==> config.mk <==
export PLATFORM = sky130hd
export DESIGN_NAME = dac_channel_sequencer
export DESIGN_NICKNAME = d
export VERILOG_FILES = /design/src/pkg/dac_seq_pkg.sv /design/src/core/dac_value_assembler.sv /design/src/core/dac_refresh_timer.sv /design/src/core/dac_channel_sequencer.sv
export VERILOG_INCLUDE_DIRS = /design/src /design/src/pkg
export SDC_FILE = /design/constraint.sdc
export NUM_CORES = 1
export LEC_CHECK = 0
export BUFFER_PORTS_ARGS = -buffer_cell sky130_fd_sc_hd__buf_4
export CAP_MARGIN = 10
export CORE_AREA = 4 4 83 85
export DETAILED_ROUTE_END_ITERATION = 7
export DIE_AREA = 0 0 87 89
export GPL_TIMING_DRIVEN = 0
export PLACE_DENSITY = 0.85
export SLEW_MARGIN = 20
export SYNTH_ARGS = -nofsm -noshare
export SYNTH_HDL_FRONTEND = slang
export SYNTH_SLANG_ARGS = --single-unit
==> constraint.sdc <==
create_clock -name clk_sys -period 3.9 [get_ports clk_sys]
set_input_delay 0.195 -clock clk_sys [delete_from_list [all_inputs] [get_ports clk_sys]]
set_output_delay 0.195 -clock clk_sys [all_outputs]
set_load 0.01 [all_outputs]
==> src/pkg/dac_seq_params.svh <==
// timing counts, field codes and reset values for the two-channel converter sequencer
// assumes a 50 MHz system clock; included by bare name
`ifndef DAC_SEQ_PARAMS_SVH
`define DAC_SEQ_PARAMS_SVH

`define CLK_PERIOD_NS 20
`define SAMPLE_INTERVAL_NS 320
// least time, so round up to whole cycles
`define SAMPLE_CYC ((`SAMPLE_INTERVAL_NS + `CLK_PERIOD_NS - 1) / `CLK_PERIOD_NS)
`define SAMPLE_CNT_W 5

`define REFRESH_FIELD_W 4
`define REFRESH_UNIT_CYC 64
`define REFRESH_CNT_W 10

`define CHAN_SEL_W 2
`define CHAN_SEL_SINGLE 2'h0
`define CHAN_SEL_DUAL 2'h2

`define VALUE_W 12
`define BYTE_W 8
`define VALUE_RST 12'h000
`define BYTE_RST 8'h00
`define OUT_EN_SINGLE 2'h1
`define OUT_EN_DUAL 2'h3

`endif

==> src/pkg/dac_seq_pkg.sv <==
// types shared by the converter sequencer files
// constants live in dac_seq_params.svh
package dac_seq_pkg;
	typedef enum logic [1:0] {
		SEQ_IDLE = 2'b01,
		SEQ_CONV = 2'b10
	} seqState_t;
endpackage

==> src/core/dac_value_assembler.sv <==
// holds one channel's low and high value bytes and assembles the 12-bit value
// assumes byte writes arrive from logic on clk_sys, one-cycle strobes
`include "dac_seq_params.svh"
`timescale 1ns/100ps
`default_nettype none

module dac_value_assembler (
	// clock and reset
	input wire logic clk_sys,
	input wire logic nrst,
	// byte writes
	input wire logic lowWrite,
	input wire logic highWrite,
	input wire logic [7:0] wrData,
	input wire logic leftAlign,
	// assembled value and conversion request
	output logic [11:0] value,
	output logic convReq
);
	logic [7:0] lowByte_r, lowByte_nxt;
	logic [7:0] highByte_r, highByte_nxt;
	logic convReq_r, convReq_nxt;

	always_comb begin
		lowByte_nxt = lowWrite ? wrData : lowByte_r;
		highByte_nxt = highWrite ? wrData : highByte_r;
		// high byte write starts the conversion, so 8-bit left-aligned use needs only one write
		convReq_nxt = highWrite;
	end

	always_ff @(posedge clk_sys or negedge nrst) begin
		if (!nrst) begin
			lowByte_r <= `BYTE_RST;
			highByte_r <= `BYTE_RST;
			convReq_r <= 1'b0;
		end else begin
			lowByte_r <= lowByte_nxt;
			highByte_r <= highByte_nxt;
			convReq_r <= convReq_nxt;
		end
	end

	// left: high holds bits 11..4; right: low holds 7..0, high nibble 11..8
	assign value = leftAlign ? {highByte_r, lowByte_r[7:4]} : {highByte_r[3:0], lowByte_r};
	assign convReq = convReq_r;
endmodule
`default_nettype wire

==> src/core/dac_refresh_timer.sv <==
// free-running refresh interval generator for dual-channel mode
// assumes refreshField is steady while enabled; zero field stops refresh
`include "dac_seq_params.svh"
`timescale 1ns/100ps
`default_nettype none

module dac_refresh_timer (
	// clock and reset
	input wire logic clk_sys,
	input wire logic nrst,
	// control
	input wire logic enable,
	input wire logic [3:0] refreshField,
	// interval tick
	output logic tick
);
	logic [9:0] count_r, count_nxt;
	logic tick_r, tick_nxt;
	logic [9:0] periodLast;

	// period is field times the unit; only enable and the field touch the count
	assign periodLast = 10'(refreshField * `REFRESH_UNIT_CYC - 1);

	always_comb begin
		count_nxt = 10'h000;
		tick_nxt = 1'b0;
		if (enable && refreshField != 4'h0) begin
			if (count_r >= periodLast) begin
				tick_nxt = 1'b1;
			end else begin
				count_nxt = count_r + 10'h001;
			end
		end
	end

	always_ff @(posedge clk_sys or negedge nrst) begin
		if (!nrst) begin
			count_r <= 10'h000;
			tick_r <= 1'b0;
		end else begin
			count_r <= count_nxt;
			tick_r <= tick_nxt;
		end
	end

	assign tick = tick_r;
endmodule
`default_nettype wire

==> src/core/dac_channel_sequencer.sv <==
// two-channel converter sequencer sharing one conversion block
// assumes value writes and event triggers come from logic on clk_sys
`include "dac_seq_params.svh"
`timescale 1ns/100ps
`default_nettype none

// Summary of operation
// - start conversion on value write or event
// - two channels, own value registers, one converter
// - channel select field picks single or dual
// - single: channel 0 only, hold bypassed, enabled
// - dual: channels alternate, outputs held between
// - dual: each channel regularly refreshed
// - refresh interval from timing control field
// - refresh converts channel 0 then channel 1
// - extra conversions never shift refresh timing
// - default value is high nibble over low byte
// - left align bit selects left-aligned data
// - left aligned high write alone gives 8 MSB
module dac_channel_sequencer (
	// clock and reset
	input wire logic clk_sys,
	input wire logic nrst,
	// control fields
	input wire logic [1:0] channelSelectField,
	input wire logic [3:0] refreshTimingField,
	input wire logic leftAlignBit,
	// value byte writes, per channel
	input wire logic [1:0] lowWrite,
	input wire logic [1:0] highWrite,
	input wire logic [7:0] wrData,
	// event triggers, per channel
	input wire logic [1:0] eventTrig,
	// conversion block
	output logic [11:0] convData,
	output logic convChannel,
	output logic convStart,
	output logic convBusy,
	// output stage
	output logic [1:0] holdSampling,
	output logic [1:0] outEnable,
	output logic bypassHold
);
	logic dualMode;
	logic [11:0] chanValue [2];
	logic [1:0] writeReq;
	logic refreshTick;
	logic [1:0] newReq;

	dac_seq_pkg::seqState_t state_r, state_nxt;
	logic [4:0] sampleCnt_r, sampleCnt_nxt;
	logic [1:0] pend_r, pend_nxt;
	logic [1:0] clearMask;
	logic [11:0] convData_r, convData_nxt;
	logic convChannel_r, convChannel_nxt;
	logic convStart_r, convStart_nxt;
	logic convBusy_r, convBusy_nxt;
	logic [1:0] holdSampling_r, holdSampling_nxt;
	logic [1:0] outEnable_r, outEnable_nxt;
	logic bypassHold_r, bypassHold_nxt;

	// other field codes fall back to single channel
	assign dualMode = (channelSelectField == `CHAN_SEL_DUAL);

	genvar gi;
	generate
		for (gi = 0; gi < 2; gi++) begin : gChan
			dac_value_assembler uValue (
				.clk_sys(clk_sys),
				.nrst(nrst),
				.lowWrite(lowWrite[gi]),
				.highWrite(highWrite[gi]),
				.wrData(wrData),
				.leftAlign(leftAlignBit),
				.value(chanValue[gi]),
				.convReq(writeReq[gi])
			);
		end
	endgenerate

	dac_refresh_timer uRefresh (
		.clk_sys(clk_sys),
		.nrst(nrst),
		.enable(dualMode),
		.refreshField(refreshTimingField),
		.tick(refreshTick)
	);

	// refresh asks for both; ch0 wins the arbiter, giving the 0-then-1 order
	always_comb begin
		newReq = writeReq | eventTrig;
		if (dualMode && refreshTick) begin
			newReq = newReq | 2'h3;
		end
		if (!dualMode) begin
			newReq[1] = 1'b0;
		end
	end

	always_comb begin
		state_nxt = state_r;
		sampleCnt_nxt = sampleCnt_r;
		clearMask = 2'h0;
		convData_nxt = convData_r;
		convChannel_nxt = convChannel_r;
		convStart_nxt = 1'b0;
		convBusy_nxt = convBusy_r;
		case (state_r)
			dac_seq_pkg::SEQ_IDLE: begin
				if (pend_r[0]) begin
					clearMask = 2'h1;
					convChannel_nxt = 1'b0;
					convData_nxt = chanValue[0];
					convStart_nxt = 1'b1;
					convBusy_nxt = 1'b1;
					sampleCnt_nxt = 5'h00;
					state_nxt = dac_seq_pkg::SEQ_CONV;
				end else if (pend_r[1] && dualMode) begin
					clearMask = 2'h2;
					convChannel_nxt = 1'b1;
					convData_nxt = chanValue[1];
					convStart_nxt = 1'b1;
					convBusy_nxt = 1'b1;
					sampleCnt_nxt = 5'h00;
					state_nxt = dac_seq_pkg::SEQ_CONV;
				end
			end
			dac_seq_pkg::SEQ_CONV: begin
				// one sample interval per conversion
				if (sampleCnt_r == 5'(`SAMPLE_CYC - 1)) begin
					convBusy_nxt = 1'b0;
					state_nxt = dac_seq_pkg::SEQ_IDLE;
				end else begin
					sampleCnt_nxt = sampleCnt_r + 5'h01;
				end
			end
			default: begin
				convBusy_nxt = 1'b0;
				state_nxt = dac_seq_pkg::SEQ_IDLE;
			end
		endcase
		// continuous drive: in single mode the converter input follows the channel 0 value every cycle
		if (!dualMode) begin
			convData_nxt = chanValue[0];
			convChannel_nxt = 1'b0;
		end
		// set after clear, so a request in the clearing cycle is kept
		pend_nxt = (pend_r & ~clearMask) | newReq;
		if (!dualMode) begin
			pend_nxt[1] = 1'b0;
		end
	end

	always_comb begin
		holdSampling_nxt = 2'h0;
		if (dualMode && state_nxt == dac_seq_pkg::SEQ_CONV) begin
			holdSampling_nxt[convChannel_nxt] = 1'b1;
		end
		outEnable_nxt = dualMode ? `OUT_EN_DUAL : `OUT_EN_SINGLE;
		bypassHold_nxt = !dualMode;
	end

	always_ff @(posedge clk_sys or negedge nrst) begin
		if (!nrst) begin
			state_r <= dac_seq_pkg::SEQ_IDLE;
			sampleCnt_r <= 5'h00;
			pend_r <= 2'h0;
			convData_r <= `VALUE_RST;
			convChannel_r <= 1'b0;
			convStart_r <= 1'b0;
			convBusy_r <= 1'b0;
			holdSampling_r <= 2'h0;
			outEnable_r <= 2'h0;
			bypassHold_r <= 1'b1;
		end else begin
			state_r <= state_nxt;
			sampleCnt_r <= sampleCnt_nxt;
			pend_r <= pend_nxt;
			convData_r <= convData_nxt;
			convChannel_r <= convChannel_nxt;
			convStart_r <= convStart_nxt;
			convBusy_r <= convBusy_nxt;
			holdSampling_r <= holdSampling_nxt;
			outEnable_r <= outEnable_nxt;
			bypassHold_r <= bypassHold_nxt;
		end
	end

	assign convData = convData_r;
	assign convChannel = convChannel_r;
	assign convStart = convStart_r;
	assign convBusy = convBusy_r;
	assign holdSampling = holdSampling_r;
	assign outEnable = outEnable_r;
	assign bypassHold = bypassHold_r;
endmodule
`default_nettype wire

==> out/metrics.cfg, run 1 <==
[synth]
seq_area_frac_synth = 0.537
async_flop_share = 1.00
synth.avg_cell_area_um2 = 11.3
yosysTopAreaCellShare = 0.522
synth_area_leaders = dfrtp_1, mux2_2, nor2_1, ha_1, mux2i_1
synth_ff_type = dfrtp_1
synth_seq_cells = 74
ys_types = 45
synth_area_um2 = 3450
syn-instance-count = 307
synth_edf_count = 0
yosysWarnings = 0
synth_nets = 340
yosys.area.top_type = dfrtp_1

[global_routing]
grt_pass1_wl_mm = 11.6
antenna_found_initial = 0
grt_overflow = 0
grt_pass1_vias = 2526
track_usage = 0.195
grt_max_degree = 75

[setup_path]
cp_data_arrival_time_ns = 2.20
cp.buffers_inverters = 0
setup.worst_path.start = sampleCnt_r[0]
r2r-start = sampleCnt_r[0]
rrSetupSlack_ns = 1.94
endpoint_kind = flop
crit_cells = 7
r2r-end = holdSampling[1]
crit_top_cell = ha_1
path_max_fanout = 5
required_ns = 4.14
setup.worst_path.end = holdSampling[1]
path_cells = ha_1 > and3_1 > ha_1 > nand3b_1 > a221oi_2 > o21ai_1 > a2111oi_2
reg2regPathDepth = 7
cpLargestDelayFamily = compound AO/OA/AOI/OAI gates
cpPeakStageDelay_ns = 0.42
crit_slowest_cell = dfrtp_1
start_kind = flop
path_class = flop to flop

[cts]
cts_buffers = 9
worstSkewPairLatency_ns = 0.34
clockBufferDepth = 2
cts_tree = yes
clkSlewWorstSetupHoldPaths_ns = 0.07
cts_htree_levels = 3
cts_root_buf = clkbuf_8
postCtsSetupRepairBufs = 0
hold_buffers = 2
cts.repair.resized = 0
cts.sinks = 74

[detailed_routing]
routed_via_density = 5.56
wirelength_mm = 6.88
drt-pass1-iter-count = 4
wire_per_inst_um = 15.6
drtAntennaViolNets = 0
drt_iter0_drc = 99
via_count = 2454
route.detailed.drc = 0

[timing]
fin_crit_ns = 1.96
hold_ws_ns = -0.0339
finalSetupViolations = 0
rsz0062_at_grt = no
hold_violations = 22
finalWorstSetupSlack_ns = 1.94
tns_ns = 0
tightest_slew_ns = 0.914
relSlewSlack = 0.391
timing.final.crit_share = 0.502
finalMaxSlewViolations = 0
finClkSkew_ns = 0.00750
fmax_mhz = 510

[cells_and_area]
syn_to_final_growth_pct = 19.1
fin_nets = 392
seqCellArea_um2 = 1850
drive_above_1_share = 0.297
diodes = 0
fill_cells = 471
multi_input_area_um2 = 1470

[floorplan]
die_y_um = 89
num_io_pins = 43
initial_core_util = 0.557
die_area_um2 = 7740
num_rows = 29
core_area_um2 = 6200
die_width_um = 87

[placement]
dp_slack_ns = 1.94
dpl.hpwl_mm = 4.92
place_congestion = 0.775
portBuffers = 39

[pwr]
power_uw = 2070
pwr_density_cell_nw_per_um2 = 503
leakagePower_uw = 0.00188
vdd_drop_max_v = 0.000321

[status]
status = finished with violations
violations = negative hold slack

[worst_hold_path]
hold_path.class = input pin to async pin

[job]
drv_cap = 0

[cells in the final DEF, fill, tap and decap left out, types with 2 or more instances in the layout]
cell type	synthesis	layout
a211oi_1	2	2
a21oi_1	18	18
a22o_1	5	5
a31oi_1	13	13
and2_1	2	2
and3_1	3	3
buf_2	5	5
buf_4	4	43
bufinv_16	0	3
clkbuf_1	6	6
clkbuf_8	0	11
clkinv_2	0	2
dfrtp_1	72	72
dfstp_2	2	2
dlygate4sd3_1	0	2
ha_1	10	10
inv_1	9	9
mux2_2	32	32
mux2i_1	12	12
nand2_1	21	21
nand2b_1	2	2
nand3_1	3	3
nand3b_1	2	2
nand4_1	3	3
nor2_1	38	38
nor2b_1	3	3
nor3_1	2	2
o21ai_0	7	7
o21bai_1	2	2
or2_2	2	2
xnor2_1	5	5
xor2_1	5	5
[stage by stage]
step	utilization	cell area, µm²	cells
2_1_floorplan	-	3450	307
3_3_place_gp	0.619	3840	423
3_5_place_dp	0.619	3840	423
4_1_cts	0.663	4120	441
5_1_grt	0.663	4120	441
6_report	0.663	4120	441
[registers in the layout, indices dropped and copies added (netlist names), 2 cells and up]
signal                   flops
convData                    12
gChan.uValue.convReq         2
gChan.uValue.highByte_r     16
gChan.uValue.lowByte_r      16
holdSampling                 2
outEnable                    2
pend_r                       2
sampleCnt_r                  5
state_r                      2
uRefresh.count_r            10
[layout make-up]
cell class	count	area share
flip-flops and latches	74	0.451
multi-input cells	207	0.358
repair buffers	41	0.0760
clock buffers	11	0.0368
clock inverters	5	0.0243
well taps	77	0.0234
plain buffers	16	0.0216
inverters	10	0.00912
[cell families after synthesis]
group	share of synthesized area
and+or+nand+nor	0.118
DFF	0.537
AOI/OAI and AO/OA	0.107
muxes	0.139
buffers and inverters	0.0366
adders and majority gates	0.0362
xor gates and xnor gates	0.0254
other	0.00109
[worst min path at each step]
stage / cells past startpoint / to / slack, ns / from
2_1_floorplan: 0 / convBusy / -0.10 / nrst
3_3_place_gp: 1 / gChan[1].uValue.convReq / 0.32 / highWrite[1]
3_5_place_dp: 1 / gChan[1].uValue.convReq / 0.32 / highWrite[1]
4_1_cts: 1 / holdSampling[0] / 0.004 / nrst
5_1_grt: 1 / holdSampling[0] / 0.04 / nrst
6_report: 1 / holdSampling[0] / -0.03 / nrst
[metal layers]
layer  global-route usage  vias to the layer above  routed length (µm)
met4                0.130                        0                 277
met2                0.323                       57                3390
li1                     -                     1181                   -
met5                    0                        -                   0
met1                0.235                     1190                2960
met3               0.0341                       26                 250
[synthesized netlist by cell type (all sizes together), types with 2 or more instances]
master and instances:
a2111oi 2, a211oi 2, a21oi 19, a22o 5, a31oi 13, and2 2
and3 3, buf 10, clkbuf 6, dfrtp 72, dfstp 2, ha 10
inv 10, mux2 32, mux2i 12, nand2 21, nand2b 2, nand3 3
nand3b 2, nand4 3, nor2 38, nor2b 3, nor3 3, o21ai 8
o21bai 2, or2 2, xnor2 5, xor2 5
[report_power, final]
group	internal, µW	total [µW]	switching, µW	leakage [µW]
registers	849	900	50.8	0.000877
clock network	458	730	272	0.000129
logic	221	439	219	0.000872
(Power assumes the default switching activity.)
==> run 2: changes to the inputs <==
==> constraint.sdc (replaced) <==
create_clock -name clk_sys -period 2.1 [get_ports clk_sys]
set_input_delay 0.105 -clock clk_sys [delete_from_list [all_inputs] [get_ports clk_sys]]
set_output_delay 0.105 -clock clk_sys [all_outputs]
set_load 0.01 [all_outputs]
==> run 2 against run 1 <==
The flow now finishes without violations. Core utilization increased by 0.48 points. Fmax shrank 0.19%. Clock skew barely moved. Highest routed layer unchanged. Critical path depth is the same. Critical path type unchanged. Critical endpoint unchanged. Flip-flop and latch count unchanged. Setup slack got worse by 1.8 ns. Cell count increased by 0.68%. Combinational power increased by 87%. Largest cell class unchanged.
==> out/metrics.cfg, run 2 (synthesis results as in run 1) <==
[cts]
clkSlewWorstSetupHoldPaths_ns = 0.07
cts_htree_levels = 3
clockBufferDepth = 2
cts.sinks = 74
worstSkewPairLatency_ns = 0.35
cts_buffers = 9
postCtsSetupRepairBufs = 0
cts.repair.resized = 0
cts_tree = yes
cts_root_buf = clkbuf_8

[cells_and_area]
mostFrequentLayoutCells = dfrtp_1, buf_4, nor2_1
final_cells = 444
diodes = 0
fin_nets = 395
final_common_cell = dfrtp_1
drive_above_1_share = 0.294
syn_to_final_growth_pct = 20.0

[timing]
rsz0062_at_grt = no
fmax_mhz = 509
relSlewSlack = 0.388
finalMaxSlewViolations = 0
timing.final.crit_share = 0.935
finClkSkew_ns = 0.00756
finalSetupViolations = 0
fin_crit_ns = 1.96
hold_violations = 0
tns_ns = 0
tightest_slew_ns = 0.918

[setup_path]
path_cells = ha_1 > and3_1 > ha_1 > nand3b_1 > a221oi_2 > o21ai_1 > a2111oi_2
cp_data_arrival_time_ns = 2.20
cpPeakStageDelay_ns = 0.42
crit_slowest_cell = dfrtp_1
start_kind = flop
required_ns = 2.34
path_max_fanout = 5
crit_top_cell = ha_1
cpLargestDelayFamily = compound AO/OA/AOI/OAI gates
endpoint_kind = flop
path_class = flop to flop
cp.buffers_inverters = 0

[pwr]
vdd_drop_max_v = 0.000596
pwr_density_cell_nw_per_um2 = 929
leakagePower_uw = 0.00189

[detailed_routing]
wire_per_inst_um = 15.5
via_count = 2446
drt-pass1-iter-count = 4
wirelength_mm = 6.90
route.detailed.drc = 0
routed_via_density = 5.51
drtAntennaViolNets = 0
drt_iter0_drc = 97

[worst_hold_path]
hold_path.class = input pin to flop

[floorplan]
die_y_um = 89
num_rows = 29
num_io_pins = 43
initial_core_util = 0.557
die_area_um2 = 7740
die_width_um = 87
core_area_um2 = 6200

[placement]
dpl.hpwl_mm = 4.92
dp.cells = 423
portBuffers = 39
place_congestion = 0.775

[status]
status = complete, no violations

[global_routing]
grt_overflow = 0
antenna_found_initial = 0
grt_pass1_vias = 2537
grt_max_degree = 75
grt_pass1_wl_mm = 11.7
track_usage = 0.196

[job]
drv_cap = 0

run 2: metal layers:
metal,global-route usage,up-vias,part of all wire
met2,0.324,52,0.50
met3,0.0341,22,0.037
met4,0.130,0,0.036
li1,-,1184,-
met1,0.237,1188,0.43
met5,0,-,0
run 2: report_power, final:
part	switching, µW	internal (µW)	total, µW
clock	509	850	1360
combinational	406	413	819
sequential	94.2	1580	1670
total	1010	2840	3850
run 2: layout make-up:
type,count,area [µm²]
inverters,10,37.5
clock inverters,5,100
well taps,77,96.3
fillers,465,2060
repair buffers,44,343
flip-flops and latches,74,1850
clock buffers,11,151
multi-input cells,207,1470
plain buffers,16,88.8
run 2: worst paths after layout:
kind	from	end	slack, ns	depth (start not counted)
max reg2reg	sampleCnt_r[0]	holdSampling[1]	0.14	7
max in group asynchronous	nrst	uRefresh.count_r[0]	1.08	2
max	sampleCnt_r[0]	holdSampling[1]	0.14	7
min in group asynchronous	nrst	holdSampling[0]	0.42	2
min reg2reg	gChan[0].uValue.convReq	pend_r[0]	0.45	2
min	wrData[0]	gChan[0].uValue.highByte_r[0]	0.02	2
run 2: timing repair:
action,4_1_cts,5_1_grt
endpoints found under the setup margin,0,0
endpoints found under the hold margin,76,0
hold buffers,5,0
run 2: worst reg2reg max path, cell delays in order (launching register included):
cell and delay [ns]:
dfrtp_1 0.42, ha_1 0.23, and3_1 0.18, ha_1 0.21
nand3b_1 0.19, a221oi_2 0.26, o21ai_1 0.14, a2111oi_2 0.23
run 2: per-stage QoR:
stage / utilization / setup WS (ns) / hold WS (ns) / power [µW] / instance area (µm²)
2_1_floorplan: - / 0.346 / -0.191 / 2240 / 3450
3_3_place_gp: 0.619 / 0.224 / 0.232 / 2460 / 3840
3_5_place_dp: 0.619 / 0.144 / 0.234 / 2500 / 3840
4_1_cts: 0.668 / 0.129 / 0.00708 / 3880 / 4150
5_1_grt: 0.668 / 0.000325 / 0.0149 / 4040 / 4150
6_report: 0.668 / 0.137 / 0.0181 / 3850 / 4150
